<file path="config.mk">
export PLATFORM = sky130hd
export DESIGN_NAME = multi_timer_unit
export DESIGN_NICKNAME = d
export VERILOG_FILES = /design/src/timer_unit_pkg.sv /design/src/reload_counter.sv /design/src/multi_timer_unit.sv
export SDC_FILE = /design/constraint.sdc
export NUM_CORES = 1
export LEC_CHECK = 0
export BUFFER_PORTS_ARGS = -buffer_cell sky130_fd_sc_hd__buf_4
export CAP_MARGIN = 20
export CELL_PAD_IN_SITES_DETAIL_PLACEMENT = 1
export CELL_PAD_IN_SITES_GLOBAL_PLACEMENT = 1
export CORE_MARGIN = 5
export CORE_UTILIZATION = 30
export DETAILED_ROUTE_END_ITERATION = 8
export HOLD_SLACK_MARGIN = 0.1
export PLACE_DENSITY = 0.53
export SLEW_MARGIN = 20
export SYNTH_ARGS = -nofsm -noshare
export SYNTH_HDL_FRONTEND = slang
export SYNTH_SLANG_ARGS = --single-unit
</file>
<file path="constraint.sdc">
create_clock -name mclk -period 3.25 [get_ports mclk]
set_clock_uncertainty 0.1 [all_clocks]
set_input_delay 0.65 -clock mclk [delete_from_list [all_inputs] [get_ports mclk]]
set_output_delay 0.65 -clock mclk [all_outputs]
set_load 0.03 [all_outputs]
</file>
<file path="src/timer_unit_pkg.sv">
// Constants, register map and types shared by the timer unit
package timer_unit_pkg;

  // ****************************************************************
  // Register offsets (byte-wide registers)
  // ****************************************************************
  localparam int unsigned ADDR_W = 5;
  localparam int unsigned DATA_W = 8;
  localparam logic [4:0] OFF_CPU_MODE    = 5'h00;
  localparam logic [4:0] OFF_FIXED_PRE   = 5'h01;
  localparam logic [4:0] OFF_FIXED_TMR   = 5'h02;
  localparam logic [4:0] OFF_SEL_PRE     = 5'h03;
  localparam logic [4:0] OFF_SEL_TMR     = 5'h04;
  localparam logic [4:0] OFF_SEL_MODE    = 5'h05;
  localparam logic [4:0] OFF_SEL_SOURCE  = 5'h06;
  localparam logic [4:0] OFF_WIDE_SOURCE = 5'h07;
  localparam logic [4:0] OFF_WIDE_CTRL   = 5'h08;
  localparam logic [4:0] OFF_WIDE_A_LOW  = 5'h09;
  localparam logic [4:0] OFF_WIDE_A_HIGH = 5'h0A;
  localparam logic [4:0] OFF_WIDE_B_LOW  = 5'h0B;
  localparam logic [4:0] OFF_WIDE_B_HIGH = 5'h0C;
  localparam logic [4:0] OFF_IRQ_FLAGS   = 5'h0D;
  localparam logic [4:0] OFF_KEY_INPUTS  = 5'h0E;

  // ****************************************************************
  // Field positions
  // ****************************************************************
  localparam int unsigned CLKDIV_HI    = 7;
  localparam int unsigned CLKDIV_LO    = 6;
  localparam logic [1:0]  CLKDIV_ONCHIP = 2'h2;
  localparam int unsigned MODE_HI      = 1;
  localparam int unsigned MODE_LO      = 0;
  localparam int unsigned EDGE_BIT     = 2;
  localparam int unsigned STOP_BIT     = 3;
  localparam int unsigned AUX_EN_BIT   = 4;
  localparam int unsigned SRC_A_HI     = 2;
  localparam int unsigned SRC_A_LO     = 0;
  localparam int unsigned SRC_B_HI     = 5;
  localparam int unsigned SRC_B_LO     = 3;
  localparam logic [2:0]  SRC_SPECIAL  = 3'h6;
  localparam int unsigned WA_LATCH_ONLY = 0;
  localparam int unsigned WB_LATCH_ONLY = 1;
  localparam int unsigned WA_STOP       = 2;
  localparam int unsigned WB_STOP       = 3;

  // Request flag bits
  localparam int unsigned IRQ_N     = 6;
  localparam int unsigned IRQ_KEY   = 0;
  localparam int unsigned IRQ_FIXED = 1;
  localparam int unsigned IRQ_SEL   = 2;
  localparam int unsigned IRQ_PIN   = 3;
  localparam int unsigned IRQ_WA    = 4;
  localparam int unsigned IRQ_WB    = 5;

  // ****************************************************************
  // Reset values and divider taps
  // ****************************************************************
  localparam logic [7:0]  RST_BYTE     = 8'hFF;
  localparam logic [15:0] RST_WORD     = 16'hFFFF;
  localparam logic [7:0]  RST_ZERO     = 8'h00;
  localparam logic [3:0]  FIXED_TAP    = 4'h4;

  typedef enum logic [1:0] {
    MODE_TIMER,
    MODE_PULSE,
    MODE_EVENT,
    MODE_WIDTH
  } sel_mode_t;

endpackage : timer_unit_pkg

</file>
<file path="src/reload_counter.sv">
// Reloadable down counter with a reload latch
`timescale 1ns/1ps
module reload_counter #(
  parameter int unsigned WIDTH = 8,
  parameter logic [WIDTH-1:0] RESET_VALUE = '1
) (
  input  wire logic             mclk,
  input  wire logic             reset_n,
  input  wire logic             count_en,
  input  wire logic             write_both,
  input  wire logic             write_latch,
  input  wire logic [WIDTH-1:0] write_value,
  output logic      [WIDTH-1:0] count,
  output logic      [WIDTH-1:0] latch,
  output logic                  underflow
);

  // Count after zero is the underflow; ratio becomes 1/(n+1)
  assign underflow = count_en && (count == '0);

  always_ff @(posedge mclk or negedge reset_n) begin
    if (!reset_n) begin
      latch <= RESET_VALUE;
    end else if (write_both || write_latch) begin
      latch <= write_value;
    end
  end

  always_ff @(posedge mclk or negedge reset_n) begin
    if (!reset_n) begin
      count <= RESET_VALUE;
    end else if (write_both) begin
      count <= write_value;
    end else if (underflow) begin
      count <= latch;
    end else if (count_en) begin
      count <= count - 1'b1;
    end
  end

endmodule : reload_counter

</file>
<file path="src/multi_timer_unit.sv">
// Timer unit: fixed pair, mode-selectable pair, two wide timers, key wake-up
//
// Added by the designer: strobed register access and the register offsets.
`timescale 1ns/1ps
module multi_timer_unit
  import timer_unit_pkg::*;
(
  input  wire logic              mclk,
  input  wire logic              reset_n,
  input  wire logic [ADDR_W-1:0] reg_addr,
  input  wire logic [DATA_W-1:0] reg_wdata,
  input  wire logic              reg_wr,
  input  wire logic              reg_rd,
  output logic      [DATA_W-1:0] reg_rdata,
  input  wire logic [7:0]        key_port,
  input  wire logic              onchip_osc_tick,
  input  wire logic              counter_pin_in,
  output logic                   counter_pin_out,
  output logic                   counter_pin_oe,
  output logic                   aux_timer_output_pin,
  output logic      [IRQ_N-1:0]  irq_flags
);

  // ****************************************************************
  // Helpers
  // ****************************************************************
  function automatic logic div_tap(input logic [7:0] div, input logic [3:0] taps);
    logic r;
    r = 1'b1;
    for (int i = 0; i < 8; i++) begin
      if ((i < int'(taps)) && !div[i]) begin
        r = 1'b0;
      end
    end
    return r;
  endfunction : div_tap

  function automatic logic [3:0] src_taps(input logic [2:0] sel);
    logic [3:0] t;
    t = 4'h1;
    unique case (sel)
      3'h0:    t = 4'h1;
      3'h1:    t = 4'h4;
      3'h2:    t = 4'h5;
      3'h3:    t = 4'h6;
      3'h4:    t = 4'h7;
      default: t = 4'h8;
    endcase
    return t;
  endfunction : src_taps

  // ****************************************************************
  // Registers
  // ****************************************************************
  logic [7:0]       cpu_mode_reg;
  logic [7:0]       sel_mode_reg;
  logic [1:0]       sel_source_reg;
  logic [7:0]       wide_source_reg;
  logic [3:0]       wide_ctrl_reg;
  logic [7:0]       key_inputs_reg;
  logic [7:0]       wa_low_hold_reg;
  logic [7:0]       wb_low_hold_reg;
  logic [7:0]       wa_snap_reg;
  logic [7:0]       wb_snap_reg;
  logic [7:0]       div_reg;
  logic             key_and_reg;
  logic             pin_prev_reg;
  logic             pulse_reg;
  logic [IRQ_N-1:0] irq_next;
  logic [7:0]       rdata_next;
  logic             pulse_next;

  logic wr_fixed_pre, wr_fixed_tmr, wr_sel_pre, wr_sel_tmr;
  logic wr_wa_high, wr_wb_high, wr_flags;
  assign wr_fixed_pre = reg_wr && (reg_addr == OFF_FIXED_PRE);
  assign wr_fixed_tmr = reg_wr && (reg_addr == OFF_FIXED_TMR);
  assign wr_sel_pre   = reg_wr && (reg_addr == OFF_SEL_PRE);
  assign wr_sel_tmr   = reg_wr && (reg_addr == OFF_SEL_TMR);
  assign wr_wa_high   = reg_wr && (reg_addr == OFF_WIDE_A_HIGH);
  assign wr_wb_high   = reg_wr && (reg_addr == OFF_WIDE_B_HIGH);
  assign wr_flags     = reg_wr && (reg_addr == OFF_IRQ_FLAGS);

  always_ff @(posedge mclk or negedge reset_n) begin
    if (!reset_n) begin
      cpu_mode_reg    <= RST_ZERO;
      sel_mode_reg    <= RST_ZERO;
      sel_source_reg  <= 2'h0;
      wide_source_reg <= RST_ZERO;
      wide_ctrl_reg   <= 4'h0;
      key_inputs_reg  <= RST_ZERO;
    end else if (reg_wr) begin
      unique case (reg_addr)
        OFF_CPU_MODE:    cpu_mode_reg <= reg_wdata;
        OFF_SEL_MODE:    sel_mode_reg <= reg_wdata;
        OFF_SEL_SOURCE:  sel_source_reg <= reg_wdata[1:0];
        OFF_WIDE_SOURCE: wide_source_reg <= reg_wdata;
        OFF_WIDE_CTRL:   wide_ctrl_reg <= reg_wdata[3:0];
        OFF_KEY_INPUTS:  key_inputs_reg <= reg_wdata;
        default: ;
      endcase
    end
  end

  // Low byte waits here until the high byte write commits the word
  always_ff @(posedge mclk or negedge reset_n) begin
    if (!reset_n) begin
      wa_low_hold_reg <= RST_BYTE;
      wb_low_hold_reg <= RST_BYTE;
    end else begin
      if (reg_wr && (reg_addr == OFF_WIDE_A_LOW)) begin
        wa_low_hold_reg <= reg_wdata;
      end
      if (reg_wr && (reg_addr == OFF_WIDE_B_LOW)) begin
        wb_low_hold_reg <= reg_wdata;
      end
    end
  end

  // ****************************************************************
  // Clock divider
  // ****************************************************************
  logic src_tick;
  assign src_tick = (cpu_mode_reg[CLKDIV_HI:CLKDIV_LO] == CLKDIV_ONCHIP)
                    ? onchip_osc_tick : 1'b1;

  always_ff @(posedge mclk or negedge reset_n) begin
    if (!reset_n) begin
      div_reg <= RST_ZERO;
    end else if (src_tick) begin
      div_reg <= div_reg + 8'h01;
    end
  end

  // ****************************************************************
  // Fixed pair
  // ****************************************************************
  logic [7:0] fp_count, fp_latch, ft_count, ft_latch;
  logic       fp_uf, ft_uf, fp_en;
  assign fp_en = src_tick && div_tap(div_reg, FIXED_TAP);

  reload_counter #(.WIDTH(8), .RESET_VALUE(RST_BYTE)) u_fixed_prescaler (
    .mclk(mclk), .reset_n(reset_n), .count_en(fp_en),
    .write_both(wr_fixed_pre), .write_latch(1'b0), .write_value(reg_wdata),
    .count(fp_count), .latch(fp_latch), .underflow(fp_uf)
  );

  reload_counter #(.WIDTH(8), .RESET_VALUE(RST_BYTE)) u_fixed_timer (
    .mclk(mclk), .reset_n(reset_n), .count_en(fp_uf),
    .write_both(wr_fixed_tmr), .write_latch(1'b0), .write_value(reg_wdata),
    .count(ft_count), .latch(ft_latch), .underflow(ft_uf)
  );

  // ****************************************************************
  // Mode-selectable pair
  // ****************************************************************
  sel_mode_t  sel_mode;
  logic       edge_sel, sel_stop, pin_rise, pin_fall, sel_src, sp_en, sp_uf, st_uf;
  logic [7:0] sp_count, sp_latch, st_count, st_latch;
  assign sel_mode = sel_mode_t'(sel_mode_reg[MODE_HI:MODE_LO]);
  assign edge_sel = sel_mode_reg[EDGE_BIT];
  assign sel_stop = sel_mode_reg[STOP_BIT];
  assign pin_rise = counter_pin_in && !pin_prev_reg;
  assign pin_fall = !counter_pin_in && pin_prev_reg;

  always_comb begin
    sel_src = src_tick && div_tap(div_reg, src_taps({1'b0, sel_source_reg}));
    unique case (sel_mode)
      MODE_EVENT: sel_src = edge_sel ? pin_fall : pin_rise;
      MODE_WIDTH: sel_src = sel_src && (counter_pin_in != edge_sel);
      MODE_TIMER, MODE_PULSE: ;
    endcase
  end
  assign sp_en = sel_src && !sel_stop;

  reload_counter #(.WIDTH(8), .RESET_VALUE(RST_BYTE)) u_select_prescaler (
    .mclk(mclk), .reset_n(reset_n), .count_en(sp_en),
    .write_both(wr_sel_pre), .write_latch(1'b0), .write_value(reg_wdata),
    .count(sp_count), .latch(sp_latch), .underflow(sp_uf)
  );

  reload_counter #(.WIDTH(8), .RESET_VALUE(RST_BYTE)) u_select_timer (
    .mclk(mclk), .reset_n(reset_n), .count_en(sp_uf && !sel_stop),
    .write_both(wr_sel_tmr), .write_latch(1'b0), .write_value(reg_wdata),
    .count(st_count), .latch(st_latch), .underflow(st_uf)
  );

  // Outside pulse mode the level is preset to its starting value
  always_comb begin
    if (sel_mode != MODE_PULSE) begin
      pulse_next = !edge_sel;
    end else if (st_uf) begin
      pulse_next = !pulse_reg;
    end else begin
      pulse_next = pulse_reg;
    end
  end

  always_ff @(posedge mclk or negedge reset_n) begin
    if (!reset_n) begin
      pulse_reg            <= 1'b1;
      counter_pin_out      <= 1'b1;
      counter_pin_oe       <= 1'b0;
      aux_timer_output_pin <= 1'b0;
      pin_prev_reg         <= 1'b0;
    end else begin
      pulse_reg            <= pulse_next;
      counter_pin_out      <= pulse_next;
      counter_pin_oe       <= (sel_mode == MODE_PULSE);
      aux_timer_output_pin <= sel_mode_reg[AUX_EN_BIT] && !pulse_next;
      pin_prev_reg         <= counter_pin_in;
    end
  end

  // ****************************************************************
  // Wide timers
  // ****************************************************************
  logic [2:0]  wa_sel, wb_sel;
  logic        wa_tick, wb_tick, wa_uf, wb_uf;
  logic [15:0] wa_count, wa_latch, wb_count, wb_latch;
  assign wa_sel  = wide_source_reg[SRC_A_HI:SRC_A_LO];
  assign wb_sel  = wide_source_reg[SRC_B_HI:SRC_B_LO];
  assign wa_tick = (wa_sel >= SRC_SPECIAL) ? onchip_osc_tick
                   : (src_tick && div_tap(div_reg, src_taps(wa_sel)));
  assign wb_tick = (wb_sel >= SRC_SPECIAL) ? wa_uf
                   : (src_tick && div_tap(div_reg, src_taps(wb_sel)));

  reload_counter #(.WIDTH(16), .RESET_VALUE(RST_WORD)) u_wide_timer_a (
    .mclk(mclk), .reset_n(reset_n), .count_en(wa_tick && !wide_ctrl_reg[WA_STOP]),
    .write_both(wr_wa_high && !wide_ctrl_reg[WA_LATCH_ONLY]),
    .write_latch(wr_wa_high && wide_ctrl_reg[WA_LATCH_ONLY]),
    .write_value({reg_wdata, wa_low_hold_reg}),
    .count(wa_count), .latch(wa_latch), .underflow(wa_uf)
  );

  reload_counter #(.WIDTH(16), .RESET_VALUE(RST_WORD)) u_wide_timer_b (
    .mclk(mclk), .reset_n(reset_n), .count_en(wb_tick && !wide_ctrl_reg[WB_STOP]),
    .write_both(wr_wb_high && !wide_ctrl_reg[WB_LATCH_ONLY]),
    .write_latch(wr_wb_high && wide_ctrl_reg[WB_LATCH_ONLY]),
    .write_value({reg_wdata, wb_low_hold_reg}),
    .count(wb_count), .latch(wb_latch), .underflow(wb_uf)
  );

  // ****************************************************************
  // Key wake-up and request flags
  // ****************************************************************
  logic key_and;
  assign key_and = &(key_port | ~key_inputs_reg);

  always_ff @(posedge mclk or negedge reset_n) begin
    if (!reset_n) begin
      key_and_reg <= 1'b1;
    end else begin
      key_and_reg <= key_and;
    end
  end

  // Writing 0 clears a flag; a new event in the same cycle wins
  always_comb begin
    irq_next = irq_flags;
    if (wr_flags) begin
      irq_next = irq_flags & reg_wdata[IRQ_N-1:0];
    end
    if (key_and_reg && !key_and) irq_next[IRQ_KEY] = 1'b1;
    if (ft_uf) irq_next[IRQ_FIXED] = 1'b1;
    if (st_uf) irq_next[IRQ_SEL] = 1'b1;
    if (edge_sel ? pin_rise : pin_fall) irq_next[IRQ_PIN] = 1'b1;
    if (wa_uf) irq_next[IRQ_WA] = 1'b1;
    if (wb_uf) irq_next[IRQ_WB] = 1'b1;
  end

  always_ff @(posedge mclk or negedge reset_n) begin
    if (!reset_n) begin
      irq_flags <= '0;
    end else begin
      irq_flags <= irq_next;
    end
  end

  // ****************************************************************
  // Read path
  // ****************************************************************
  always_comb begin
    rdata_next = RST_ZERO;
    unique case (reg_addr)
      OFF_CPU_MODE:    rdata_next = cpu_mode_reg;
      OFF_FIXED_PRE:   rdata_next = fp_count;
      OFF_FIXED_TMR:   rdata_next = ft_count;
      OFF_SEL_PRE:     rdata_next = sp_count;
      OFF_SEL_TMR:     rdata_next = st_count;
      OFF_SEL_MODE:    rdata_next = sel_mode_reg;
      OFF_SEL_SOURCE:  rdata_next = {6'h00, sel_source_reg};
      OFF_WIDE_SOURCE: rdata_next = wide_source_reg;
      OFF_WIDE_CTRL:   rdata_next = {4'h0, wide_ctrl_reg};
      OFF_WIDE_A_LOW:  rdata_next = wa_snap_reg;
      OFF_WIDE_A_HIGH: rdata_next = wa_count[15:8];
      OFF_WIDE_B_LOW:  rdata_next = wb_snap_reg;
      OFF_WIDE_B_HIGH: rdata_next = wb_count[15:8];
      OFF_IRQ_FLAGS:   rdata_next = {2'b00, irq_flags};
      OFF_KEY_INPUTS:  rdata_next = key_inputs_reg;
      default:         rdata_next = RST_ZERO;
    endcase
  end

  always_ff @(posedge mclk or negedge reset_n) begin
    if (!reset_n) begin
      reg_rdata   <= RST_ZERO;
      wa_snap_reg <= RST_BYTE;
      wb_snap_reg <= RST_BYTE;
    end else begin
      reg_rdata <= reg_rd ? rdata_next : RST_ZERO;
      if (reg_rd && (reg_addr == OFF_WIDE_A_HIGH)) begin
        wa_snap_reg <= wa_count[7:0];
      end
      if (reg_rd && (reg_addr == OFF_WIDE_B_HIGH)) begin
        wb_snap_reg <= wb_count[7:0];
      end
    end
  end
endmodule : multi_timer_unit

</file>
; ---- Word-level counts from Yosys, hierarchy flattened
; Index checks and enable logic that the tools add are counted.
; Widths: inputs -> output; s select.
[classes]
addsub = 7
n_mul = 0
div_mod_pow = 0
n_lt_le_gt_ge = 26
n_eq_ne = 31
n_shift = 0
mux = 66
n_bitwise = 3
reduce_logical = 108
[ops]
columns = op, count
row1 = $pmux 8 s15, 1
row2 = $mux 8, 13
row3 = $mux 16, 6
row4 = $logic_and 1x1->1, 58
row5 = $lt 3x4->1 const A, 12
row6 = $mux 1, 41
row7 = $pmux 4 s5, 2
row8 = $eq 5x4->1 const B, 7
row9 = $logic_not 16->1, 2
row10 = $logic_not 8->1, 4
row11 = $sub 16x1->16 const B, 2
row12 = $sub 8x1->8 const B, 4
row13 = $lt 1x4->1 const A, 6
row14 = $lt 2x4->1 const A, 6
row15 = $eq 5x3->1 const B, 4
row16 = $logic_not 1->1, 19
row17 = $reduce_bool 3->1, 6
row18 = $pmux 4 s4, 1
row19 = $eq 3x2->1 const B, 4
row20 = $reduce_and 2->1, 6
row21 = $reduce_bool 2->1, 6
row22 = $eq 2x2->1 const B, 5
row23 = $eq 5x2->1 const B, 2
row24 = $add 8x1->8 const B, 1
row25 = other kinds (17), 23
[word_totals]
register_bits = 225
latch_bits = 0
ramBits = 0
romBits = 0
out_inout_bits = 17
mem_count = 0

; ---- Logic depth before layout (Yosys ltp)
[depth]
depth_word = 23
depth_mapped = 11
mapped_depth_nobuf = 8

; ---- Hierarchy
; A second synthesis with hierarchy kept.
[hier_totals]
hier_cells = 1144
hier_area_um2 = 12477.0
[modules_own_cells]
columns = module, n_inst, cells_per_inst, area_per_inst_um2, seq_area_each_um2
row1 = multi_timer_unit, 1, 460, 5099.9, 2469.9
row2 = reload_counter (u_fixed_prescaler ...), 4, 88, 943.4, 420.4
row3 = reload_counter (u_wide_timer_a ...), 2, 166, 1801.7, 840.8

; ---- Least setup slack after synthesis
; Ideal clock, no wire load.
[synth_timing]
path_type = input to register
startpoint = in reg_addr[3]
endpoint = reg u_wide_timer_a.count[0]
setup_ns = 0.097
arrival_ns = 2.784
t_required_ns = 3.053
path_slack_ns = 0.269
path_stages = 9
cell_sequence = clkbuf_1 or3b_2 clkbuf_1 nor2_1 nand2_1 or2_2 clkbuf_1 nor2_1 a31oi_1
[synth_via]
elab_chain_len = 4
word_cells_on_any_way = 5
[synth_lines]
columns = element, line_no
row1 = start: declaration, multi_timer_unit.sv:10  ; input wire logic [ADDR_W-1:0] reg_addr,
row2 = $eq 5x4->1 (*), multi_timer_unit.sv:79  ; assign wr_wa_high = reg_wr && (reg_addr == OFF_WIDE_A_HIGH);
row3 = $logic_and 1x1->1 (*), multi_timer_unit.sv:79
row4 = $logic_and 1x1->1 (*), multi_timer_unit.sv:229  ; .write_both(wr_wa_high && !wide_ctrl_reg[WA_LATCH_ONLY]),
row5 = $reduce_bool 3->1 (no line) / $mux 16 (equally long branches), -
row6 = end signal: assignment, reload_counter.sv:33  ; count <= write_value;
row7 = end signal: assignment, reload_counter.sv:35  ; count <= latch;
row8 = end signal: assignment, reload_counter.sv:37  ; count <= count - 1'b1;
row9 = end: declaration, reload_counter.sv:13  ; output logic [WIDTH-1:0] count,
; Mark *: on every way between the ends. The rest lies on a longest branch, timed or not.
; A chain may end at the register's enable or synchronous reset.

; ---- Worst setup path after layout
[layout_timing]
startpoint = reg u_wide_timer_a.count[7]
endpoint = reg u_wide_timer_b.count[8]
[layout_via]
elab_chain_len = 7
word_cells_on_any_way = 8
[layout_lines]
columns = element, line_no
row1 = $logic_not 16->1 (*), reload_counter.sv:19  ; assign underflow = count_en && (count == '0);
row2 = $logic_and 1x1->1 (*), reload_counter.sv:19
row3 = $mux 1 (*), multi_timer_unit.sv:224  ; assign wb_tick = (wb_sel >= SRC_SPECIAL) ? wa_uf
row4 = $logic_and 1x1->1 (*), multi_timer_unit.sv:236  ; .mclk(mclk), .reset_n(reset_n), .count_en(wb_tick && !wide_ctrl_reg[WB_STOP]),
row5 = $logic_and 1x1->1, reload_counter.sv:19
row6 = $mux 16, reload_counter.sv:34  ; end else if (underflow) begin
row7 = $mux 16, reload_counter.sv:32  ; end else if (write_both) begin
row8 = end signal: assignment, reload_counter.sv:33
row9 = end signal: assignment, reload_counter.sv:35
row10 = end signal: assignment, reload_counter.sv:37
row11 = end: declaration, reload_counter.sv:13
; Marked as above.

==> metrics.txt <==
DRC 0; ys async rst share 1.00; core region area 0.0385 mm²; NumNets Final roughly 1300; Area growth, synth to finish 18.4%; initial antenna violation count 0; max cap viols 0; crit path capture type register; Worst-path clk slew 0.06 ns; # IOs 44; die width 206 µm; syn nets 1211; placed cell area 0.0128 mm²; VDD IR-drop max 0.378 mV; row count slightly above 70; DRT iter0 DRCs 576; crit path max fanout 33; Synth Instances 1176; drt total wl 42.0 mm; final setup fails 0; die area 0.0426 mm²; TritonCTS clock tree built; Congestion Overflow GR 0; via/cell ratio 5.37; n_diodes 0; total track usage 0.196; RSZ-0062 raised after global routing false; Final ANT Viol Nets 0; EDFF count, synth 0; Unique masters post-synth 73; Clock Path Buffers 3; final sum of negative setup slack 0 ns; Hold Path Class input port to register; Final Slew Violations 0; routed len/inst between 20 and 25 µm; WS Path Type register to register; DR pass1 iterations 5; worst slew pin tran between 0.9 and 1 ns; worst stage delay on the critical path 0.64 ns; FMAX 331 MHz; P_leak 0.00559 µW; design area ~0.014 mm²; Hold Vio Cnt, Final 0; final period utilization 0.931; vias post-DR roughly 9600; Post-DP HPWL approximately 29 mm; Final min period 3.02 ns; post-synthesis cell area 0.0116 mm²; largest net degree at the start of global routing 77; Yosys reg bits 225; WP data arrival about 3.4 ns; cts bufs inserted 29; CTS sink cnt 225; vias in the first global route 9899; die height 206 µm; CP cell instances or4_1 > or4_4 > nor3_4 > a31oi_2 > buf_12 > or4b_1 > a31oi_1; Slew HR 0.356; status finished, final reports clean; clk root buf clkbuf_16; power per cell area 787 mW/mm²; routability cong. a little under 0.9; post_cts resized 0; syn_area_per_cell between 9 and 10 µm²; ratio of cells with drive above 1 in the final layout 0.320; Required @ worst endpoint 3.64 ns; Crit-path slowest cell or4_1; PortBufs 43; Startpoint Class register; first-pass GRT wire length 63.7 mm; H-tree Lvls 1; Seq/Total Area, Yosys 0.504; Ys Warns 0; Skew-Pair Late Insertion Delay 0.57 ns; ys flop type dfstp_2; Hold Buf Count CTS 1; Post-CTS Setup Inserts 0; Initial Util 0.301
==> synth_stat cells (all sizes together), types with 12 or more instances <==
library cell  instances  area, µm²
nor3                 36        191
nor2                110        413
or4                  17        136
a21oi                30        154
dfstp               162       4260
dfrtp                63       1580
mux2i                12        120
nand2               174        653
a22oi                24        180
o21ai                79        399
inv                  37        139
mux2                 90       1010
a22o                 13        114
or3                  13       82.6
clkbuf               46        173
a31oi                34        219
nand3                32        160
==> cell type report <==
cell class	count	area, µm²
Fill cell	4318	24800
Sequential cell	225	5830
Multi-Input combinational cell	860	5390
Clock buffer	47	893
Timing Repair Buffer	93	758
Tap cell	518	648
Inverter	37	139
Clock inverter	5	56.3
==> placed cells by master (no fill, tap or decap), drive strengths merged, types with 30 or more instances in the layout <==
cell type  synthesis  routed
nand2            174     174
dfstp            162     162
nor2             110     110
buf                8      92
mux2              90      90
o21ai             79      79
dfrtp             63      63
clkbuf            46      47
inv               37      38
nor3              36      36
a31oi             34      34
nand3             32      32
a21oi             30      30
==> report_power, final <==
group	internal (µW)	total, µW	switching, µW	leakage (µW)
Sequential	4030	5090	1060	0.00250
Combinational	1090	2500	1410	0.00262
Clock	1940	3200	1260	0.000465
==> stage by stage <==
step,total power (µW),std cells,setup WS (ns),hold slack [ns],util
after global routing,11400,1785,0.104,0.126,0.356
after detailed placement,7640,1732,0.251,0.352,0.332
after floorplan,6390,1176,0.269,0.254,-
after CTS,10900,1785,0.217,0.117,0.356
after global placement,7560,1732,0.277,0.347,0.332
final,10800,1785,0.225,0.145,0.356
==> worst max-delay path: cells and delay by family (launching register included) <==
kind / cells / cell delay (ns)
AND/OR/NAND/NOR: 4 / 1.94
flip-flops: 1 / 0.37
AO/OA/AOI/OAI: 2 / 0.32
buffers and inverters: 1 / 0.21
==> metal layers <==
metal	vias to the layer above	track usage	wire length [µm]
met4	0	0.0566	1250
met5	-	0	0
li1	4439	-	-
met3	62	0.0256	1840
met2	230	0.316	19300
met1	4862	0.278	19600
==> cell families (layout without fill, tap and decap cells) <==
kind of cell | after synthesis | in the layout | synth area share
multiplexers | 102 | 102 | 0.0979
buffers and inverters | 91 | 182 | 0.0314
AND/OR/NAND/NOR | 470 | 470 | 0.194
AO/OA/AOI/OAI | 268 | 268 | 0.156
adder cells (fa/ha/maj) | 8 | 8 | 0.00864
flip-flops | 225 | 225 | 0.504
XOR/XNOR | 12 | 12 | 0.00907
==> path summary, 6_finish.rpt <==
| kind | slack, ns | end | depth (start not counted) | startpoint |
|---|---|---|---|---|
| max | 0.23 | u_wide_timer_b.count[8]$_DFFE_PN1P_ | 7 | u_wide_timer_a.count[7]$_DFFE_PN1P_ |
| min | 0.14 | pin_prev_reg$_DFF_PN0_ | 1 | counter_pin_in |
| max reg2reg | 0.23 | u_wide_timer_b.count[8]$_DFFE_PN1P_ | 7 | u_wide_timer_a.count[7]$_DFFE_PN1P_ |
| min reg2reg | 0.36 | u_select_timer.latch[7]$_DFFE_PN1P_ | 2 | u_select_timer.latch[7]$_DFFE_PN1P_ |
| max in group asynchronous | 1.64 | u_select_prescaler.count[6]$_DFFE_PN1P_ | 3 | reset_n |
| min in group asynchronous | 0.59 | sel_mode_reg[4]$_DFFE_PN0P_ | 2 | reset_n |
(Power assumes the default switching activity.)
